===== src/cpac_cfg.svh =====
// Purpose: Offsets, field positions, reset values and counts of the configuration port access controller
// Assumes: Included by bare name wherever a figure is needed
// Notes:   Definitions only
`ifndef CPAC_CFG_SVH
`define CPAC_CFG_SVH

// Register byte offsets on the AHB-Lite slave
`define CPAC_OFS_SIZE 8'h00
`define CPAC_OFS_CTRL 8'h04
`define CPAC_OFS_STAT 8'h08
`define CPAC_OFS_WOCC 8'h0c
`define CPAC_OFS_ROCC 8'h10
`define CPAC_OFS_REM 8'h14

// Control register field positions
`define CPAC_CTRL_RD 0
`define CPAC_CTRL_LOCK 1
`define CPAC_CTRL_STRM 2
`define CPAC_CTRL_WDIS 3
`define CPAC_CTRL_RDIS 4
`define CPAC_CTRL_W 5
`define CPAC_CTRL_RST 5'h00

// Word counts: 2^30 bytes is 2^28 words, which needs 29 bits
`define CPAC_SIZE_W 29
`define CPAC_SIZE_RST 29'h0

// FIFO shapes
`define CPAC_DATA_W 32
`define CPAC_FIFO_DEPTH 32
`define CPAC_FIFO_AW 5
`define CPAC_OUTST 16
`define CPAC_OUTST_AW 4
`define CPAC_LEN_W 8

// Cycles to stay off the request after release falls
`define CPAC_REL_GAP 2'h3

// Arbitration and primitive pins sit on the block boundary
`define CPAC_EXT_PRIM 1

`endif


===== src/cpac_pkg.sv =====
// Purpose: Types shared by the configuration port access controller
// Assumes: cpac_cfg.svh supplies the widths
// Notes:   Used only by scoped names, never imported
`include "cpac_cfg.svh"
package cpac_pkg;
   // Access request state, one-hot
   typedef enum logic [3:0] {
      ARB_IDLE = 4'b0001,
      ARB_REQ = 4'b0010,
      ARB_OFF = 4'b0100,
      ARB_GAP = 4'b1000
   } cpac_arb_t;

   typedef logic [`CPAC_SIZE_W-1:0] cpac_words_t;
endpackage : cpac_pkg


===== src/cpac_fifo.sv =====
// Purpose: Small first-word-fall-through FIFO with register storage
// Assumes: Push when full and pop when empty are ignored
// Notes:   single limits occupancy to one word, which is how a FIFO is disabled
`timescale 1ns/10ps
module cpac_fifo #(
   parameter int unsigned W = 32,
   parameter int unsigned DEPTH = 32,
   parameter int unsigned AW = 5
) (
   input wire logic hclk,
   input wire logic hresetn,
   input wire logic single,
   input wire logic push,
   input wire logic [W-1:0] din,
   input wire logic pop,
   output logic [W-1:0] dout,
   output logic full,
   output logic empty,
   output logic [AW:0] count
);
   logic [W-1:0] mem [DEPTH];
   logic [AW-1:0] wptr_reg, wptr_next, rptr_reg, rptr_next;
   logic [AW:0] cnt_reg, cnt_next;
   logic do_push, do_pop;

   // Flags straight from the occupancy so full rises in the cycle it is reached
   assign full = single ? (cnt_reg != '0) : (cnt_reg == (AW+1)'(DEPTH));
   assign empty = (cnt_reg == '0);
   assign count = cnt_reg;
   assign dout = mem[rptr_reg];
   assign do_push = push && !full;
   assign do_pop = pop && !empty;

   // One storage word per entry
   for (genvar i = 0; i < DEPTH; i++) begin : g_entry
      always_ff @(posedge hclk) begin
         if (do_push && (wptr_reg == AW'(i))) begin
            mem[i] <= din;
         end
      end
   end

   // Pointer and occupancy next values
   always_comb begin
      wptr_next = wptr_reg;
      rptr_next = rptr_reg;
      cnt_next = cnt_reg;
      if (do_push) begin
         wptr_next = wptr_reg + AW'(1);
      end
      if (do_pop) begin
         rptr_next = rptr_reg + AW'(1);
      end
      if (do_push && !do_pop) begin
         cnt_next = cnt_reg + (AW+1)'(1);
      end else if (do_pop && !do_push) begin
         cnt_next = cnt_reg - (AW+1)'(1);
      end
   end

   always_ff @(posedge hclk or negedge hresetn) begin
      if (!hresetn) begin
         wptr_reg <= '0;
         rptr_reg <= '0;
         cnt_reg <= '0;
      end else begin
         wptr_reg <= wptr_next;
         rptr_reg <= rptr_next;
         cnt_reg <= cnt_next;
      end
   end
endmodule : cpac_fifo


===== src/cpac_arb.sv =====
// Purpose: Request side of the shared primitive handshake
// Assumes: need and busy come from the primitive sequencer
// Notes:   Request is a flop-decoded state, low from reset
`timescale 1ns/10ps
`include "cpac_cfg.svh"
module cpac_arb (
   input wire logic hclk,
   input wire logic hresetn,
   input wire logic need,
   input wire logic busy,
   input wire logic lock,
   input wire logic access_rel,
   output logic access_req
);
   cpac_pkg::cpac_arb_t st_reg, st_next;
   logic [1:0] gap_reg, gap_next;

   assign access_req = (st_reg == cpac_pkg::ARB_REQ);

   // Release wins over need and lock but waits in ARB_REQ until busy clears; lock keeps the request up between transfers
   always_comb begin
      st_next = st_reg;
      gap_next = gap_reg;
      unique case (st_reg)
         cpac_pkg::ARB_IDLE: begin
            if (access_rel) begin
               st_next = cpac_pkg::ARB_OFF;
            end else if (need || lock) begin
               st_next = cpac_pkg::ARB_REQ;
            end
         end
         cpac_pkg::ARB_REQ: begin
            if (access_rel && !busy) begin
               st_next = cpac_pkg::ARB_OFF;
            end else if (!access_rel && !need && !lock && !busy) begin
               st_next = cpac_pkg::ARB_IDLE;
            end
         end
         cpac_pkg::ARB_OFF: begin
            if (!access_rel) begin
               st_next = cpac_pkg::ARB_GAP;
               gap_next = 2'h0;
            end
         end
         cpac_pkg::ARB_GAP: begin
            gap_next = gap_reg + 2'h1;
            if (access_rel) begin
               st_next = cpac_pkg::ARB_OFF;
            end else if (gap_reg == (`CPAC_REL_GAP - 2'h1)) begin
               st_next = cpac_pkg::ARB_IDLE;
            end
         end
         default: begin
            st_next = cpac_pkg::ARB_IDLE;
         end
      endcase
   end

   always_ff @(posedge hclk or negedge hresetn) begin
      if (!hresetn) begin
         st_reg <= cpac_pkg::ARB_IDLE;
         gap_reg <= 2'h0;
      end else begin
         st_reg <= st_next;
         gap_reg <= gap_next;
      end
   end
endmodule : cpac_arb


===== src/cpac_top.sv =====
// Purpose: Configuration port access controller: AHB-Lite control, memory-mapped write and read
//          slaves, stream read master and the shared primitive port
// Assumes: One clock, hclk at 10 MHz; primitive returns read data within the select cycle, captured at its closing edge
// Notes:   Primitive and arbitration pins are always on the boundary
//
// The AHB-Lite interface to the registers and the placing of the registers were left to the implementer.
`timescale 1ns/10ps
`include "cpac_cfg.svh"
module cpac_top (
   input wire logic hclk,
   input wire logic hresetn,
   // AHB-Lite control slave
   input wire logic hsel,
   input wire logic [31:0] haddr,
   input wire logic [1:0] htrans,
   input wire logic hwrite,
   input wire logic [2:0] hsize,
   input wire logic [31:0] hwdata,
   input wire logic hready,
   output logic hreadyout,
   output logic hresp,
   output logic [31:0] hrdata,
   // Memory-mapped write slave
   input wire logic mm_awvalid,
   output logic mm_awready,
   input wire logic [7:0] mm_awlen,
   input wire logic mm_wvalid,
   output logic mm_wready,
   input wire logic [31:0] mm_wdata,
   input wire logic mm_wlast,
   output logic mm_bvalid,
   input wire logic mm_bready,
   output logic [1:0] mm_bresp,
   // Memory-mapped read slave
   input wire logic mm_arvalid,
   output logic mm_arready,
   input wire logic [7:0] mm_arlen,
   output logic mm_rvalid,
   input wire logic mm_rready,
   output logic [31:0] mm_rdata,
   output logic mm_rlast,
   output logic [1:0] mm_rresp,
   // Stream read master
   output logic st_tvalid,
   input wire logic st_tready,
   output logic [31:0] st_tdata,
   output logic st_tlast,
   // Shared primitive and its arbiter
   output logic prim_sel_n,
   output logic prim_rd_nwr,
   output logic [31:0] prim_wdata,
   input wire logic [31:0] prim_rdata,
   output logic access_req,
   input wire logic access_gnt,
   input wire logic access_rel,
   output logic gate_prim_clk
);
   localparam int unsigned FAW = `CPAC_FIFO_AW;

   // AHB state
   logic a_go, a_hit;
   logic wr_pend_reg, wr_pend_next;
   logic [7:0] wr_ofs_reg, wr_ofs_next;
   logic [31:0] hrdata_reg, hrdata_next;
   // Software-visible state
   cpac_pkg::cpac_words_t size_reg, size_next, remain_reg, remain_next;
   logic [`CPAC_CTRL_W-1:0] ctrl_reg, ctrl_next;
   // Primitive sequencer state
   logic sel_n_reg, sel_n_next, rd_nwr_reg, rd_nwr_next, cap_pend_reg, cap_pend_next;
   logic [31:0] pwdata_reg, pwdata_next;
   // Bus transaction bookkeeping
   logic [`CPAC_OUTST_AW:0] aw_cnt_reg, aw_cnt_next, b_cnt_reg, b_cnt_next;
   logic [`CPAC_LEN_W-1:0] beat_reg, beat_next;

   logic rd_cmd, strm, owned, wr_go, rd_go, need, busy;
   logic aw_hs, w_hs, w_last, b_hs, r_hs, t_hs;
   logic wf_full, wf_empty, rf_full, rf_empty, aq_full, aq_empty;
   logic [31:0] wf_dout, rf_dout;
   logic [FAW:0] wf_cnt, rf_cnt;
   logic [`CPAC_LEN_W-1:0] aq_len;
   logic [`CPAC_OUTST_AW:0] aq_cnt;
   logic [`CPAC_OUTST_AW+1:0] outst;

   assign rd_cmd = ctrl_reg[`CPAC_CTRL_RD];
   assign strm = ctrl_reg[`CPAC_CTRL_STRM];

   // Write FIFO fed by the write slave, drained by the sequencer
   cpac_fifo #(.W(`CPAC_DATA_W), .DEPTH(`CPAC_FIFO_DEPTH), .AW(FAW)) u_wfifo (
      .hclk(hclk),
      .hresetn(hresetn),
      .single(ctrl_reg[`CPAC_CTRL_WDIS]),
      .push(w_hs),
      .din(mm_wdata),
      .pop(wr_go),
      .dout(wf_dout),
      .full(wf_full),
      .empty(wf_empty),
      .count(wf_cnt)
   );

   // Read FIFO fed by primitive captures, drained by whichever read port is chosen
   cpac_fifo #(.W(`CPAC_DATA_W), .DEPTH(`CPAC_FIFO_DEPTH), .AW(FAW)) u_rfifo (
      .hclk(hclk),
      .hresetn(hresetn),
      .single(ctrl_reg[`CPAC_CTRL_RDIS]),
      .push(cap_pend_reg),
      .din(prim_rdata),
      .pop(r_hs || t_hs),
      .dout(rf_dout),
      .full(rf_full),
      .empty(rf_empty),
      .count(rf_cnt)
   );

   // Burst lengths of accepted read addresses; its depth bounds outstanding reads
   cpac_fifo #(.W(`CPAC_LEN_W), .DEPTH(`CPAC_OUTST), .AW(`CPAC_OUTST_AW)) u_arq (
      .hclk(hclk),
      .hresetn(hresetn),
      .single(1'b0),
      .push(mm_arvalid && mm_arready),
      .din(mm_arlen),
      .pop(r_hs && mm_rlast),
      .dout(aq_len),
      .full(aq_full),
      .empty(aq_empty),
      .count(aq_cnt)
   );

   // Request, release and gap handling
   cpac_arb u_arb (
      .hclk(hclk),
      .hresetn(hresetn),
      .need(need),
      .busy(busy),
      .lock(ctrl_reg[`CPAC_CTRL_LOCK]),
      .access_rel(access_rel),
      .access_req(access_req)
   );

   // AHB-Lite: zero wait states, always OKAY
   assign hreadyout = 1'b1;
   assign hresp = 1'b0;
   assign hrdata = hrdata_reg;
   assign a_go = hsel && htrans[1] && hready;
   assign a_hit = (haddr[31:8] == 24'h0) && (haddr[1:0] == 2'h0);

   // Write slave: awlen is 8 bits so 256 beats is the longest burst accepted
   assign outst = {1'b0, aw_cnt_reg} + {1'b0, b_cnt_reg};
   assign mm_awready = (outst < (`CPAC_OUTST_AW+2)'(`CPAC_OUTST));
   assign mm_wready = (aw_cnt_reg != '0) && !wf_full;
   assign mm_bvalid = (b_cnt_reg != '0);
   assign mm_bresp = 2'h0;
   assign aw_hs = mm_awvalid && mm_awready;
   assign w_hs = mm_wvalid && mm_wready;
   assign w_last = w_hs && mm_wlast;
   assign b_hs = mm_bvalid && mm_bready;

   // Read slave: beats only while the memory-mapped port is chosen
   assign mm_arready = !aq_full;
   assign mm_rvalid = !strm && !aq_empty && !rf_empty;
   assign mm_rdata = rf_dout;
   assign mm_rlast = (beat_reg == aq_len);
   assign mm_rresp = 2'h0;
   assign r_hs = mm_rvalid && mm_rready;

   // Stream master: one open-ended packet, last only when the transfer is spent
   assign st_tvalid = strm && !rf_empty;
   assign st_tdata = rf_dout;
   assign st_tlast = (rf_cnt == (FAW+1)'(1)) && !rd_cmd && !cap_pend_reg;
   assign t_hs = st_tvalid && st_tready;

   // Primitive pins; a new access never starts under release so the current one is the last
   assign owned = access_gnt && access_req;
   assign wr_go = owned && !access_rel && !rd_cmd && !wf_empty && (remain_reg != '0);
   assign rd_go = owned && !access_rel && rd_cmd && (remain_reg != '0) && !rf_full && !cap_pend_reg;
   assign need = (remain_reg != '0) && (rd_cmd || !wf_empty);
   assign busy = !sel_n_reg || cap_pend_reg;
   assign prim_sel_n = sel_n_reg;
   assign prim_rd_nwr = rd_nwr_reg;
   assign prim_wdata = pwdata_reg;
   assign gate_prim_clk = rf_full;

   // Register file, sequencer and bus counters; hardware first, software write after it
   always_comb begin
      wr_pend_next = 1'b0;
      wr_ofs_next = wr_ofs_reg;
      hrdata_next = hrdata_reg;
      size_next = size_reg;
      remain_next = remain_reg;
      ctrl_next = ctrl_reg;
      sel_n_next = !(wr_go || rd_go);
      rd_nwr_next = rd_cmd;
      cap_pend_next = rd_go;
      pwdata_next = wr_go ? wf_dout : pwdata_reg;
      aw_cnt_next = aw_cnt_reg + (`CPAC_OUTST_AW+1)'(aw_hs) - (`CPAC_OUTST_AW+1)'(w_last);
      b_cnt_next = b_cnt_reg + (`CPAC_OUTST_AW+1)'(w_last) - (`CPAC_OUTST_AW+1)'(b_hs);
      beat_next = beat_reg;
      if (r_hs) begin
         beat_next = mm_rlast ? '0 : beat_reg + `CPAC_LEN_W'(1);
      end
      if (wr_go || rd_go) begin
         remain_next = remain_reg - `CPAC_SIZE_W'(1);
      end
      if (rd_go && (remain_reg == `CPAC_SIZE_W'(1))) begin
         ctrl_next[`CPAC_CTRL_RD] = 1'b0;
      end
      if (a_go) begin
         wr_pend_next = hwrite && a_hit;
         wr_ofs_next = haddr[7:0];
      end
      if (a_go && !hwrite) begin
         hrdata_next = 32'h0;
         if (a_hit) begin
            unique case (haddr[7:0])
               `CPAC_OFS_SIZE: hrdata_next = 32'(size_reg);
               `CPAC_OFS_CTRL: hrdata_next = 32'(ctrl_reg);
               `CPAC_OFS_STAT: hrdata_next = {26'h0, rf_full, wf_empty, access_gnt, access_req, busy,
                                              rd_cmd};
               `CPAC_OFS_WOCC: hrdata_next = 32'(wf_cnt);
               `CPAC_OFS_ROCC: hrdata_next = 32'(rf_cnt);
               `CPAC_OFS_REM: hrdata_next = 32'(remain_reg);
               default: hrdata_next = 32'h0;
            endcase
         end
      end
      // Software write lands in the data phase and wins over the hardware update
      if (wr_pend_reg) begin
         unique case (wr_ofs_reg)
            `CPAC_OFS_SIZE: begin
               size_next = hwdata[`CPAC_SIZE_W-1:0];
               remain_next = hwdata[`CPAC_SIZE_W-1:0];
            end
            `CPAC_OFS_CTRL: ctrl_next = hwdata[`CPAC_CTRL_W-1:0];
            default: ctrl_next = ctrl_next;
         endcase
      end
   end

   always_ff @(posedge hclk or negedge hresetn) begin
      if (!hresetn) begin
         wr_pend_reg <= 1'b0;
         wr_ofs_reg <= 8'h00;
         hrdata_reg <= 32'h0;
         size_reg <= `CPAC_SIZE_RST;
         remain_reg <= `CPAC_SIZE_RST;
         ctrl_reg <= `CPAC_CTRL_RST;
         sel_n_reg <= 1'b1;
         rd_nwr_reg <= 1'b0;
         cap_pend_reg <= 1'b0;
         pwdata_reg <= 32'h0;
         aw_cnt_reg <= '0;
         b_cnt_reg <= '0;
         beat_reg <= '0;
      end else begin
         wr_pend_reg <= wr_pend_next;
         wr_ofs_reg <= wr_ofs_next;
         hrdata_reg <= hrdata_next;
         size_reg <= size_next;
         remain_reg <= remain_next;
         ctrl_reg <= ctrl_next;
         sel_n_reg <= sel_n_next;
         rd_nwr_reg <= rd_nwr_next;
         cap_pend_reg <= cap_pend_next;
         pwdata_reg <= pwdata_next;
         aw_cnt_reg <= aw_cnt_next;
         b_cnt_reg <= b_cnt_next;
         beat_reg <= beat_next;
      end
   end
endmodule : cpac_top


===== config.mk =====
export PLATFORM = sky130hd
export DESIGN_NAME = cpac_top
export DESIGN_NICKNAME = d
export VERILOG_FILES = /design/src/cpac_pkg.sv /design/src/cpac_fifo.sv /design/src/cpac_arb.sv /design/src/cpac_top.sv
export VERILOG_INCLUDE_DIRS = /design/src /design/src/src
export SDC_FILE = /design/constraint.sdc
export NUM_CORES = 2
export LEC_CHECK = 0
export ABC_AREA = 1
export BUFFER_PORTS_ARGS = -buffer_cell sky130_fd_sc_hd__clkbuf_2
export CELL_PAD_IN_SITES_DETAIL_PLACEMENT = 1
export CELL_PAD_IN_SITES_GLOBAL_PLACEMENT = 2
export CORE_MARGIN = 3
export CORE_UTILIZATION = 35
export CTS_CLUSTER_DIAMETER = 60
export DETAILED_ROUTE_END_ITERATION = 8
export PLACE_DENSITY_LB_ADDON = 0.05
export SETUP_SLACK_MARGIN = 0.4
export SYNTH_ARGS = -nofsm -noshare
export SYNTH_HDL_FRONTEND = slang
export SYNTH_SLANG_ARGS = --single-unit

===== constraint.sdc =====
create_clock -name hclk -period 7.6 [get_ports hclk]
set_input_delay 1.14 -clock hclk [delete_from_list [all_inputs] [get_ports hclk]]
set_output_delay 1.14 -clock hclk [all_outputs]
set_load 0.01 [all_outputs]

==> impl_metrics.json <==
{
  "critPathBufInv": 4,
  "cts-root-buf": "clkbuf_16",
  "grt-ovfl-total": 0,
  "fp.dieW_um": 529,
  "wl_per_cell_um": 27.5,
  "nNetsFinal": 8016,
  "clock_latency_ns": 0.88,
  "holdWs_ns": 0.278,
  "io_buffers": 284,
  "cts_resized": 0,
  "ys_ff_latch": 2381,
  "routed_wl_um": 319000,
  "skew_ns": 0.0510,
  "ys_types": 48,
  "arrival_ns": 4.65,
  "syn_inst": 7605,
  "ios": 309,
  "hp-class": "in -> async",
  "yosysWarnings": 0,
  "core-area_sq_mm": 0.271,
  "crit_required_ns": 6.46,
  "status": "finished clean",
  "drtIter0Drc": 4986,
  "syn_avg_cell_area_sq_um": 12.6,
  "grt_max_degree": 205,
  "cp_slowest_stage_delay_ns": 0.86,
  "path_class": "reg -> out",
  "dp_cells": 11100,
  "start_util": 0.353,
  "layout_top_registers": "u_rfifo.mem: 1024 flops, u_wfifo.mem: 1024 flops, u_arq.mem: 128 flops",
  "syn_to_final_growth_pct": 15.0,
  "ant_nets": 0,
  "die-height_um": 529,
  "synthArstFlopShare": 0.0861,
  "setup_viol": 0,
  "drv_slew": 0,
  "cp-start-kind": "flip-flop",
  "cts_tree": "done",
  "final_common_cell": "edfxtp_1",
  "postLayoutCoreUtil": 0.406,
  "drive_gt1_frac": 0.117,
  "finalSetupTns_ns": 0,
  "via_per_inst": 5.43,
  "post_cts_buffers": 0,
  "layout_common_cells": "edfxtp_1 (2176), nor2_1 (1155), o21ai_0 (1140), nand2_1 (740), nand3_1 (354)",
  "clockBufferDepth": 4,
  "clk_pin_slew_worst_paths_ns": 0.06,
  "place.gp.congestion": 0.745,
  "drt_pass1_iterations": 5,
  "global_route.usage.total": 0.224,
  "critical-path-slowest-cell": "dfrtp_4",
  "holdBufCountCts": 0,
  "numClockSinks": 2381,
  "synth_ff_type": "edfxtp_1",
  "grt_pass1_wl_um": 459000,
  "cts_buffers": 288,
  "critPathMaxFanout": 61,
  "syn_area_sq_mm": 0.0957,
  "antenna_found_initial": 31,
  "end_kind": "primary output",
  "rsz0062_at_grt": "false",
  "power.leakage_nw": 37.4,
  "crit_path_start": "u_rfifo.rptr_reg[0]",
  "remaining_drc_errors": 0,
  "clock.fmax_mhz": 173,
  "tightest_slew_ns": 1.26,
  "vdd_drop_max_mv": 0.374,
  "rr_startpoint": "aw_cnt_reg[2]",
  "htree_levels": 5,
  "period_share": 0.761,
  "finalHoldViolCount": 0,
  "ys_seq_area_frac": 0.736,
  "dieArea_sq_mm": 0.280,
  "via_count": 63100,
  "path_delay_family": "buffers and inverters",
  "final_cells": 11600,
  "p_total_mw": 34.6,
  "maxCapViolations": 0,
  "num_rows": 191,
  "slew_headroom": 0.154,
  "synth-edff-count": 2176,
  "crit_chain": "buf_4 -> buf_4 -> o21ai_0 -> o22ai_1 -> nand2_1 -> nand4_1 -> o21ai_0 -> inv_1 -> clkbuf_2",
  "dpl.hpwl_um": 171000,
  "post-route-min-period_ns": 5.79,
  "powerDensity_mw_per_mm2": 315,
  "grt_pass1_vias": 64100
}
worst register-to-register path: stages, from the launching register on:
cell and delay, ns:
dfrtp_1 0.38, inv_1 0.07, ha_1 0.19, nand3_1 0.44, nand2_1 0.11, inv_1 0.14, nand2_2 0.22, inv_1 0.70
nand2_2 0.70, nor2_4 0.97, buf_4 0.57
layer usage:
metal	up-vias	part of all wire	track usage
li1	28200	-	-
met1	32900	0.47	0.329
met2	1453	0.45	0.345
met3	449	0.054	0.0316
met4	12	0.026	0.0624
met5	-	0.00023	0
synth_stat cells, drive strengths merged, types with 3 or more instances:
library cell,number,area (sq um)
edfxtp,2176,65300
nor2,1232,4660
o21ai,1168,5850
nand2,748,2830
clkbuf,379,1420
nand3,358,1820
o22ai,350,2190
inv,275,1030
dfrtp,203,5080
o221ai,202,1770
buf,143,872
a21oi,84,420
o211ai,61,458
nand4,55,344
xor2,53,464
ha,52,651
nor3,20,100
clkinv,7,26.3
nor4,6,43.8
xnor2,5,43.8
fa,4,80.1
o31ai,3,22.5
or2,3,18.8
metrics by stage:
stage               setup WS (ns)  area [sq um]
floorplan                    4.14         95700
global placement             2.60        101000
detailed placement           2.54        101000
CTS                          1.73        110000
global route                 1.47        110000
finish                       1.81        110000
where the power goes:
part / switching (mW) / total [mW] / internal (mW)
combinational: 4.83 / 6.70 / 1.86
sequential: 0.221 / 14.7 / 14.5
clock: 5.46 / 13.2 / 7.77
total: 10.5 / 34.6 / 24.1
kinds of logic after synthesis:
family / Yosys count / synth area share
XOR/XNOR: 58 / 0.00531
flip-flops: 2381 / 0.736
AND/OR/NAND/NOR: 2428 / 0.103
multiplexers: 2 / 0.000235
buffers and inverters: 804 / 0.0350
adder cells (fa/ha/maj): 56 / 0.00763
AO/OA/AOI/OAI: 1874 / 0.112
other: 2 / 0.0000785
final timing paths:
kind	endpoint	slack, ns	depth (start not counted)
worst max-delay path	st_tdata[6]	1.81	9
worst min-delay path	u_arq.rptr_reg[1]	0.28	1
worst max register to register	u_wfifo.mem[12][16]	2.69	10
worst min register to register	prim_rd_nwr	0.41	0
max in group asynchronous	u_rfifo.rptr_reg[2]	5.92	2
min in group hclk	prim_rd_nwr	0.41	0
final cells by class:
type	instances	area, sq um
inverters	282	1100
clock inverters	112	965
well taps	3570	4470
clock buffers	400	8030
repair buffers	417	2580
multi-input cells	4427	22400
fillers	28100	161000
diodes	16	40.0
flip-flops and latches	2381	70500
(Power assumes the default switching activity.)
